==> src/csr_pkg.sv <==
/*
  csr_pkg: constants and carrier types for the core special registers.
  assumes: included before csr_core_regs; its checker, the datapath model and the bench depend on it too.
*/
`default_nettype none
package csr_pkg;
  // special-function addresses
  localparam logic [7:0] ADDR_STACK_TOP = 8'h81;
  localparam logic [7:0] ADDR_DATA_PTR_LOW = 8'h82;
  localparam logic [7:0] ADDR_DATA_PTR_HIGH = 8'h83;
  localparam logic [7:0] ADDR_STATUS = 8'hD0;
  localparam logic [7:0] ADDR_ACCUM = 8'hE0;
  // reset values
  localparam logic [7:0] RST_STACK_TOP = 8'h07;
  localparam logic [7:0] RST_DATA_PTR = 8'h00;
  localparam logic [7:0] RST_STATUS = 8'h00;
  localparam logic [7:0] RST_ACCUM = 8'h00;
  // status word bit positions
  localparam int BIT_CARRY = 7;
  localparam int BIT_AUX = 6;
  localparam int BIT_USER_A = 5;
  localparam int BIT_BANK_HI = 4;
  localparam int BIT_BANK_LO = 3;
  localparam int BIT_OVF = 2;
  localparam int BIT_USER_B = 1;
  localparam int BIT_PARITY = 0;
  localparam logic [7:0] BANK_SIZE = 8'h08;

  // arithmetic flag update from the datapath
  typedef struct packed {
    logic valid;         // one-cycle: an arithmetic op completed
    logic upd_ovf;       // op is add/addc/subb/mul/div
    logic carry;         // carry out or borrow
    logic aux;           // nibble carry or borrow
    logic ovf;           // signed overflow, mul > 255, div by zero
  } csr_flags_t;

  // stack operation request from the datapath
  typedef struct packed {
    logic push;
    logic pop;
  } csr_stack_op_t;
endpackage
`default_nettype wire

==> src/csr_core_regs.sv <==
/*
  csr_core_regs: stack pointer, data pointer, accumulator and status word.
  assumes: a special-function bus of address, write strobe, write data and
  read strobe on clk; the execution datapath on the same clock drives
  flag updates, stack ops and accumulator loads as one-cycle pulses.
*/
// Functional notes
// RL1: stack pointer resets to 07h
// RL2: push increments pointer, then addresses new slot
// RL3: stack pointer is read/write at 81h
// RL4: low and high bytes form 16-bit data pointer
// RL5: carry set on carry/borrow, else cleared
// RL6: aux carry follows nibble carry or borrow
// RL7: bank select picks one of four banks
// RL8: overflow set on signed, mul, div faults
// RL9: overflow cleared otherwise by those ops
// RL10: parity is read-only accumulator odd parity
// RL11: bits 5 and 1 are free user flags
// RL12: accumulator at E0h, resets to zero
// RL13: software writes zero to reserved bits
// RL14: reserved bits reset to zero
// RL15: software avoids undefined special addresses
// RL16: pop reads at pointer, then decrements
`timescale 1ns/1ps
`default_nettype none
module csr_core_regs (
  input wire logic clk,
  input wire logic reset_n,
  input wire logic [7:0] sfr_addr,
  input wire logic sfr_wr,
  input wire logic [7:0] sfr_wdata,
  input wire logic sfr_rd,
  output logic [7:0] sfr_rdata,
  output logic sfr_hit,
  input wire csr_pkg::csr_flags_t flags_in,
  input wire csr_pkg::csr_stack_op_t stack_op,
  input wire logic accum_load,
  input wire logic [7:0] accum_value,
  output logic [7:0] stack_addr,
  output logic stack_strobe,
  output logic [15:0] data_pointer,
  output logic [7:0] accumulator,
  output logic [7:0] program_status_word,
  output logic [7:0] bank_base
);

  // architectural registers and their next values
  logic [7:0] stack_top_pointer_q;
  logic [7:0] stack_top_pointer_d;
  logic [7:0] data_pointer_low_q;
  logic [7:0] data_pointer_low_d;
  logic [7:0] data_pointer_high_q;
  logic [7:0] data_pointer_high_d;
  logic [7:0] accumulator_q;
  logic [7:0] accumulator_d;
  logic [7:0] status_q;
  logic [7:0] status_d;

  // registered side outputs and their next values
  logic [7:0] stack_addr_q;
  logic [7:0] stack_addr_d;
  logic stack_strobe_q;
  logic stack_strobe_d;
  logic [7:0] rdata_q;
  logic [7:0] rdata_d;
  logic hit_q;
  logic hit_d;
  logic [7:0] bank_base_q;
  logic [7:0] bank_base_d;

  // odd parity of a byte: one when the count of ones is odd
  function automatic logic odd_parity(input logic [7:0] v);
    odd_parity = ^v;
  endfunction

  // true when the bus address names the given register
  function automatic logic addr_is(input logic [7:0] a,
                                   input logic [7:0] reg_addr);
    addr_is = (a == reg_addr);
  endfunction

  // new byte when this register is written, else the held byte
  function automatic logic [7:0] write_sel(input logic wr_en,
                                           input logic [7:0] wdata,
                                           input logic [7:0] held);
    write_sel = wr_en ? wdata : held;
  endfunction

  // first byte address of a working bank
  function automatic logic [7:0] bank_start(input logic [1:0] sel);
    bank_start = 8'({6'h00, sel} * csr_pkg::BANK_SIZE);
  endfunction

  // address decode, one select per mapped register
  wire sel_stack = addr_is(sfr_addr, csr_pkg::ADDR_STACK_TOP); // RL3
  wire sel_ptr_low = addr_is(sfr_addr, csr_pkg::ADDR_DATA_PTR_LOW); // RL4
  wire sel_ptr_high = addr_is(sfr_addr, csr_pkg::ADDR_DATA_PTR_HIGH); // RL4
  wire sel_status = addr_is(sfr_addr, csr_pkg::ADDR_STATUS);
  wire sel_accum = addr_is(sfr_addr, csr_pkg::ADDR_ACCUM); // RL12
  wire any_sel = sel_stack | sel_ptr_low | sel_ptr_high | sel_status |
                 sel_accum;

  // write enables; only a strobe with a matching address writes
  wire wr_stack = sfr_wr & sel_stack;
  wire wr_ptr_low = sfr_wr & sel_ptr_low;
  wire wr_ptr_high = sfr_wr & sel_ptr_high;
  wire wr_status = sfr_wr & sel_status;
  wire wr_accum = sfr_wr & sel_accum;

  // stack requests; push with pop, or beside a pointer write, is
  // dropped so the pointer and the datapath never disagree
  wire do_push = stack_op.push & ~stack_op.pop & ~wr_stack;
  wire do_pop = stack_op.pop & ~stack_op.push & ~wr_stack;

  // pointer arithmetic wraps inside the 8-bit space
  wire [7:0] ptr_inc = stack_top_pointer_q + 8'h01;
  wire [7:0] ptr_dec = stack_top_pointer_q - 8'h01;

  // next pointer: software write, push pre-increments, pop
  // post-decrements
  assign stack_top_pointer_d = wr_stack ? sfr_wdata : // RL3
                               do_push ? ptr_inc : // RL2
                               do_pop ? ptr_dec : // RL16
                               stack_top_pointer_q;

  // push addresses the new top, pop the current one; idle holds the
  // last address so the datapath can still use it
  assign stack_addr_d = do_push ? ptr_inc : // RL2
                        do_pop ? stack_top_pointer_q : // RL16
                        stack_addr_q;
  assign stack_strobe_d = do_push | do_pop;

  // data pointer bytes, written by software only
  assign data_pointer_low_d = write_sel(wr_ptr_low, sfr_wdata,
                                        data_pointer_low_q);
  assign data_pointer_high_d = write_sel(wr_ptr_high, sfr_wdata,
                                         data_pointer_high_q);

  // accumulator: software write over datapath load
  assign accumulator_d = wr_accum ? sfr_wdata :
                         accum_load ? accum_value : // RL12
                         accumulator_q;

  // software view of the status word before flag updates
  logic [7:0] status_sw;
  assign status_sw = write_sel(wr_status, sfr_wdata, status_q); // RL11

  // datapath flag updates beat a software write in the same cycle;
  // overflow moves only for the ops that define it
  wire flag_upd = flags_in.valid;
  wire ovf_upd = flags_in.valid & flags_in.upd_ovf;
  wire next_carry = flag_upd ? flags_in.carry : // RL5
                    status_sw[csr_pkg::BIT_CARRY];
  wire next_aux = flag_upd ? flags_in.aux : // RL6
                  status_sw[csr_pkg::BIT_AUX];
  wire next_ovf = ovf_upd ? flags_in.ovf : // RL8 RL9
                  status_sw[csr_pkg::BIT_OVF];

  // software-only fields: user flags and bank select
  wire user_a = status_sw[csr_pkg::BIT_USER_A]; // RL11
  wire user_b = status_sw[csr_pkg::BIT_USER_B]; // RL11
  wire bank_hi = status_sw[csr_pkg::BIT_BANK_HI]; // RL7
  wire bank_lo = status_sw[csr_pkg::BIT_BANK_LO]; // RL7

  // parity follows the next accumulator, so a write to it is lost
  // and it always matches the accumulator shown in the same cycle
  wire next_parity = odd_parity(accumulator_d); // RL10

  // status word assembled from its fields, carry in the top bit
  assign status_d = {next_carry,
                     next_aux,
                     user_a,
                     bank_hi,
                     bank_lo,
                     next_ovf,
                     user_b,
                     next_parity};

  // bank base follows the next bank select, in step with the status
  wire [1:0] bank_sel = {bank_hi, bank_lo};
  assign bank_base_d = bank_start(bank_sel); // RL7

  // read mux; no strobe or an unmapped address reads zero
  assign rdata_d = !sfr_rd ? 8'h00 :
                   sel_stack ? stack_top_pointer_q :
                   sel_ptr_low ? data_pointer_low_q :
                   sel_ptr_high ? data_pointer_high_q :
                   sel_status ? status_q :
                   sel_accum ? accumulator_q : 8'h00;

  // hit: a strobe met one of the five mapped addresses
  assign hit_d = (sfr_rd | sfr_wr) & any_sel;

  // stack pointer register
  always_ff @(posedge clk or negedge reset_n) begin
    if (!reset_n) begin
      stack_top_pointer_q <= csr_pkg::RST_STACK_TOP; // RL1
    end else begin
      stack_top_pointer_q <= stack_top_pointer_d;
    end
  end

  // data pointer low byte
  always_ff @(posedge clk or negedge reset_n) begin
    if (!reset_n) begin
      data_pointer_low_q <= csr_pkg::RST_DATA_PTR;
    end else begin
      data_pointer_low_q <= data_pointer_low_d;
    end
  end

  // data pointer high byte
  always_ff @(posedge clk or negedge reset_n) begin
    if (!reset_n) begin
      data_pointer_high_q <= csr_pkg::RST_DATA_PTR;
    end else begin
      data_pointer_high_q <= data_pointer_high_d;
    end
  end

  // accumulator register
  always_ff @(posedge clk or negedge reset_n) begin
    if (!reset_n) begin
      accumulator_q <= csr_pkg::RST_ACCUM; // RL12
    end else begin
      accumulator_q <= accumulator_d;
    end
  end

  // status word; every bit, reserved meaning or not, clears at reset
  always_ff @(posedge clk or negedge reset_n) begin
    if (!reset_n) begin
      status_q <= csr_pkg::RST_STATUS; // RL14
    end else begin
      status_q <= status_d;
    end
  end

  // stack address toward the datapath
  always_ff @(posedge clk or negedge reset_n) begin
    if (!reset_n) begin
      stack_addr_q <= csr_pkg::RST_STACK_TOP;
    end else begin
      stack_addr_q <= stack_addr_d;
    end
  end

  // one-cycle stack strobe
  always_ff @(posedge clk or negedge reset_n) begin
    if (!reset_n) begin
      stack_strobe_q <= 1'b0;
    end else begin
      stack_strobe_q <= stack_strobe_d;
    end
  end

  // registered read data, zero outside a read
  always_ff @(posedge clk or negedge reset_n) begin
    if (!reset_n) begin
      rdata_q <= 8'h00;
    end else begin
      rdata_q <= rdata_d;
    end
  end

  // registered address hit
  always_ff @(posedge clk or negedge reset_n) begin
    if (!reset_n) begin
      hit_q <= 1'b0;
    end else begin
      hit_q <= hit_d;
    end
  end

  // working bank base address
  always_ff @(posedge clk or negedge reset_n) begin
    if (!reset_n) begin
      bank_base_q <= 8'h00;
    end else begin
      bank_base_q <= bank_base_d;
    end
  end

  // outputs straight from flops
  assign sfr_rdata = rdata_q;
  assign sfr_hit = hit_q;
  assign stack_addr = stack_addr_q;
  assign stack_strobe = stack_strobe_q;
  assign data_pointer = {data_pointer_high_q, data_pointer_low_q}; // RL4
  assign accumulator = accumulator_q;
  assign program_status_word = status_q;
  assign bank_base = bank_base_q;

endmodule
`default_nettype wire

==> config.mk <==
export PLATFORM = sky130hd
export DESIGN_NAME = csr_core_regs
export DESIGN_NICKNAME = d
export VERILOG_FILES = /design/src/csr_pkg.sv /design/src/csr_core_regs.sv
export SDC_FILE = /design/constraint.sdc
export NUM_CORES = 1
export LEC_CHECK = 0
export BUFFER_PORTS_ARGS = -buffer_cell sky130_fd_sc_hd__buf_2
export CAP_MARGIN = 20
export CELL_PAD_IN_SITES_DETAIL_PLACEMENT = 1
export CELL_PAD_IN_SITES_GLOBAL_PLACEMENT = 1
export CORE_UTILIZATION = 40
export DETAILED_ROUTE_END_ITERATION = 7
export PLACE_DENSITY = 0.85
export SYNTH_ARGS = -nofsm -noshare
export SYNTH_HDL_FRONTEND = slang
export SYNTH_SLANG_ARGS = --single-unit
export TNS_END_PERCENT = 20
==> constraint.sdc <==
create_clock -name clk -period 2.09 [get_ports clk]
set_clock_uncertainty 0.05 [all_clocks]
set_input_delay 0.1045 -clock clk [delete_from_list [all_inputs] [get_ports clk]]
set_output_delay 0.1045 -clock clk [all_outputs]
set_load 0.01 [all_outputs]
== Word-level counts from Yosys, hierarchy flattened ==
Index checks and enable logic that the tools add are counted.

* Register bits: 60
* Input bits: 36
* Output and inout port bits: 58
* Word-level logic and storage cells: 62

* Add/sub/neg operators: 2
* Equal/unequal tests: 5
* Muxes and demuxes: 17
* Bitwise logic cells: 20
* Reductions and logical operators: 5

{| class="wikitable"
|+ Operators by type and width
! kind !! count
|-
| 2-to-1 mux 8 bit || 14
|-
| equality test 8 bit (second input constant) || 5
|-
| AND 1 bit || 11
|-
| adder 8 x 1 -> 8 bit (second input constant) || 1
|-
| parity 8 bit || 1
|-
| subtractor 8 x 1 -> 8 bit (second input constant) || 1
|-
| OR 1 bit || 6
|-
| nonzero test 2 bit || 3
|-
| 2-to-1 mux 1 bit || 3
|-
| inverter 1 bit || 3
|-
| nonzero test 3 bit || 1
|}

== Logic depth before layout (Yosys ltp) ==
* Word-level depth: 7
* Depth in mapped cells: 7
* Gate-level depth less buffers: 6

== Worst setup path before layout ==
Ideal clock, no wire load.

* Path kind: reg-to-reg
* From: reg stack_top_pointer_q[4]
* To: reg stack_top_pointer_q[7]
* Data arrival time: 1.452 ns
* Required time: 1.957 ns
* Slack: 0.505 ns
* Cell stages (with the launch flop): 7
* Path buffers: 1
* Clock period less this slack: 1.585 ns
* Path through: dfrtp_1 -> buf_2 -> or3_1 -> nor4_1 -> a41oi_1 -> xnor2_1 -> o21ai_0

* Cells in the longest elaborated chain, start to end: 4
* Elaborated cells between the ends (all ways): 5
* Classes of those cells: 2 x add/sub; 3 x mux

{| class="wikitable"
|+ Ends and longest elaborated chain
! element !! line !! text
|-
| start, declared || csr_core_regs.sv:48 || <nowiki>logic [7:0] stack_top_pointer_q;</nowiki>
|-
| start signal, assigned || csr_core_regs.sv:197 || <nowiki>stack_top_pointer_q <= csr_pkg::RST_STACK_TOP;</nowiki>
|-
| start signal, assigned || csr_core_regs.sv:199 || <nowiki>stack_top_pointer_q <= stack_top_pointer_d;</nowiki>
|-
| subtractor 8 x 1 -> 8 bit || csr_core_regs.sv:117 || <nowiki>wire [7:0] ptr_dec = stack_top_pointer_q - 8'h01;</nowiki>
|-
| 2-to-1 mux 8 bit || csr_core_regs.sv:123 || <nowiki>do_pop ? ptr_dec :</nowiki>
|-
| 2-to-1 mux 8 bit * || csr_core_regs.sv:122 || <nowiki>do_push ? ptr_inc :</nowiki>
|-
| 2-to-1 mux 8 bit * || csr_core_regs.sv:121 || <nowiki>assign stack_top_pointer_d = wr_stack ? sfr_wdata :</nowiki>
|}

Every way passes the cells marked *; elsewhere a longest branch is shown, timed or not. The select of a mux whose other input is x is not followed.
A chain may end at the register's enable or synchronous reset.

== Worst setup path after layout ==
* From: reg stack_top_pointer_q[0]
* To: reg stack_addr_q[6] (netlist: stack_addr[6])

* Cells in the longest elaborated chain, start to end: 2

{| class="wikitable"
|+ Ends and longest elaborated chain
! element !! line !! text
|-
| adder 8 x 1 -> 8 bit || csr_core_regs.sv:116 || <nowiki>wire [7:0] ptr_inc = stack_top_pointer_q + 8'h01;</nowiki>
|-
| 2-to-1 mux 8 bit || csr_core_regs.sv:128 || <nowiki>assign stack_addr_d = do_push ? ptr_inc :</nowiki>
|-
| end signal, assigned || csr_core_regs.sv:242 || <nowiki>stack_addr_q <= csr_pkg::RST_STACK_TOP;</nowiki>
|-
| end signal, assigned || csr_core_regs.sv:244 || <nowiki>stack_addr_q <= stack_addr_d;</nowiki>
|-
| end, declared || csr_core_regs.sv:60 || <nowiki>logic [7:0] stack_addr_q;</nowiki>
|}

Every way passes these cells.

==> flow_summary.yaml <==
outcome:
  status: "completed"
yosys:
  seq_area_frac_synth_pct: 44.4
  yosysWarnings: 0
  synth_top_family_by_area: "compound AO/OA/AOI/OAI gates"
  synth_ff_type: "dfrtp_1"
  synthMuxAreaShare_pct: 12.2
  synth_compound_area_share_pct: 17.3
  ys_ff_latch: 58
  ys_async_sr_fraction_pct: 100
  synth_area_per_cell_um2: 10.1
  yosys.area_share.simple_pct: 13.5
  synth_adder_area_share_pct: 0.761
  synth_cell_type_count: 47
  synthXorXnorAreaFrac_pct: 7.19
  synth-edff-count: 0
  synthesis.area_um2: 3290
  postSynthCellCount: 325
placement:
  dp.cells: 501
  routabilityCongestion: 0.949
  dp_hpwl_mm: 7.39
  io_buffers: 87
worst_setup_path:
  critical_path_class: "flop to flop"
  start_kind: "flop"
  end_kind: "flop"
  cp_max_fo: 7
  critical_path_required_ns: 2.28
  arrival_ns: 1.92
routing:
  drtIter0Drc: 220
  vias: 2935
  ant_nets: 0
  post_drt_via_cell_ratio: 5.61
  wl_per_cell_um: 19.0
  wl_mm: 9.96
  first_pass_iters: 4
  route.detailed.drc: 0
global_route:
  grt_first_pass_wirelength_mm: 15.9
  grt_pass1_vias: 3012
  track_usage_pct: 24.4
  grt_max_degree: 28
  antenna_found_initial: 0
  grt_overflow: 0
cts:
  cts_tree: "yes"
  clockBufferDepth: 2
  clkLatencyLatePin_ns: 0.33
  htreeDepth: 3
  cts-resized-gates: 0
  post_cts_buffers: 0
  clkSlewWorstSetupHoldPaths_ns: 0.06
  cts-root-buf: "clkbuf_8"
  ctsHoldBuffers: 6
  clkSinkCount: 58
  cts_buffers: 9
sta:
  slew_headroom_pct: 57.6
  finalCritPeriodShare_pct: 82.8
  max_slew.worst_pin.slew_ns: 0.635
  fin_setup_tns_ns: 0
  hold_violations: 0
  min_period_ns: 1.73
  rsz0062_at_grt: "false"
  timing.fmax_mhz: 578
  setup_viol: 0
  slew_violations: 0
final_layout:
  layout.nets: 454
  insertedDiodeCount: 0
  finish.utilization_pct: 51.2
  syn_to_final_growth_pct: 22.1
  fin_cells: 523
  mostFrequentLayoutCells: "87 x buf_2, 52 x dfrtp_1, 29 x nor2_1"
  layout_commonest_cell: "buf_2"
  drive_gt1_share_pct: 32.8
pwr:
  power.static_leakage_nw: 1.99
  power_mw: 3.50
  powerDensity_nw_per_um2: 873
  ir_worst_vdd_v: 0.000326
floorplanning:
  dieArea_um2: 8590
  die_w_um: 92.7
  ioPinCount: 94
  die_h_um: 92.7
  start_util_pct: 41.9
  rows: 32
  core_um2: 7850
hold_path:
  hold_path.class: "input port to flop"
job:
  cap_violations: 0
[per-layer routing]
metal | vias to the layer above | share of wire, % | GRT usage, %
met5 | - | 0 | 0
li1 | 1349 | - | -
met3 | 18 | 3.9 | 3.53
met1 | 1479 | 44 | 32.5
met4 | 0 | 2.0 | 8.08
met2 | 89 | 50 | 40.7
[power by group]
part | internal, mW | total, mW | switching, mW | leakage (nW)
Combinational | 0.452 | 0.981 | 0.528 | 1.18
Clock | 0.467 | 0.896 | 0.430 | 0.0790
Sequential | 1.36 | 1.63 | 0.268 | 0.732
[cells in the mapped netlist (all sizes together), types with 2 or more instances]
| cell type | number | area share, % |
|---|---|---|
| o22ai | 4 | 0.76 |
| nand2 | 20 | 2.3 |
| nand4 | 5 | 1.1 |
| dfrtp | 52 | 40 |
| o32ai | 8 | 2.1 |
| buf | 18 | 3.2 |
| mux2i | 13 | 4.0 |
| dfstp | 6 | 4.8 |
| o21ai | 14 | 2.1 |
| a2bb2oi | 2 | 0.53 |
| nor2 | 29 | 3.3 |
| nand3 | 6 | 1.3 |
| nand2b | 4 | 0.76 |
| xnor2 | 18 | 4.8 |
| inv | 4 | 0.46 |
| o211a | 8 | 2.4 |
| or3 | 2 | 0.38 |
| a21oi | 26 | 4.0 |
| ha | 2 | 0.76 |
| o22a | 2 | 0.53 |
| clkbuf | 8 | 0.91 |
| and2 | 2 | 0.38 |
| o31ai | 4 | 0.91 |
| nor3 | 3 | 0.46 |
| and3 | 2 | 0.42 |
| xor2 | 9 | 2.4 |
| a22oi | 8 | 1.8 |
| a31oi | 5 | 0.95 |
| nor2b | 6 | 1.1 |
| mux2 | 24 | 8.2 |
[worst max-delay path, stage by stage, from the launching register on]
cell	delay, ns
dfstp_2	0.60
ha_1	0.24
and3_1	0.24
nand3_1	0.11
xnor2_1	0.15
a311oi_1	0.25
[final timing paths]
kind | start | endpoint | slack [ns] | cells past startpoint
max reg2reg | stack_top_pointer_q[0] | stack_addr[6] | 0.36 | 5
max | stack_top_pointer_q[0] | stack_addr[6] | 0.36 | 5
min | sfr_wdata[2] | stack_top_pointer_q[2] | 0.01 | 3
max in group asynchronous | reset_n | stack_top_pointer_q[2] | 0.99 | 3
min reg2reg | stack_addr[4] | stack_addr[4] | 0.48 | 1
min in group asynchronous | reset_n | data_pointer_high_q[0] | 0.28 | 2
[sequential cells by signal, summed over array words and instances, names as in the netlist]
signal / flops
sfr_rdata: 8
program_status_word: 6
accumulator: 8
data_pointer_high_q: 8
stack_addr: 8
bank_base: 2
stack_top_pointer_q: 8
data_pointer_low_q: 8
sfr_hit: 1
stack_strobe: 1
[layout make-up]
| cell class | instances | area [µm²] |
|---|---|---|
| Fill cell | 934 | 3830 |
| Multi-Input combinational cell | 242 | 1700 |
| Sequential cell | 58 | 1460 |
| Timing Repair Buffer | 101 | 556 |
| Clock buffer | 16 | 160 |
| Tap cell | 102 | 128 |
| Inverter | 4 | 15.0 |
[logic make-up after synthesis]
| group | Yosys count |
|---|---|
| adder cells (fa/ha/maj) | 2 |
| flip-flops | 58 |
| AO/OA/AOI/OAI | 85 |
| AND/OR/NAND/NOR | 85 |
| multiplexers | 37 |
| buffers and inverters | 30 |
| other | 1 |
| XOR/XNOR | 27 |
[per-stage QoR]
step / hold WS [ns] / setup WS, ns / area, µm²
floorplan: -0.241 / 0.505 / 3310
global placement: 0.0904 / 0.447 / 3790
detailed placement: 0.108 / 0.369 / 3790
CTS: 0.0156 / 0.351 / 4020
global route: 0.0390 / 0.217 / 4020
finish: 0.0127 / 0.359 / 4020
(Power assumes the default switching activity.)
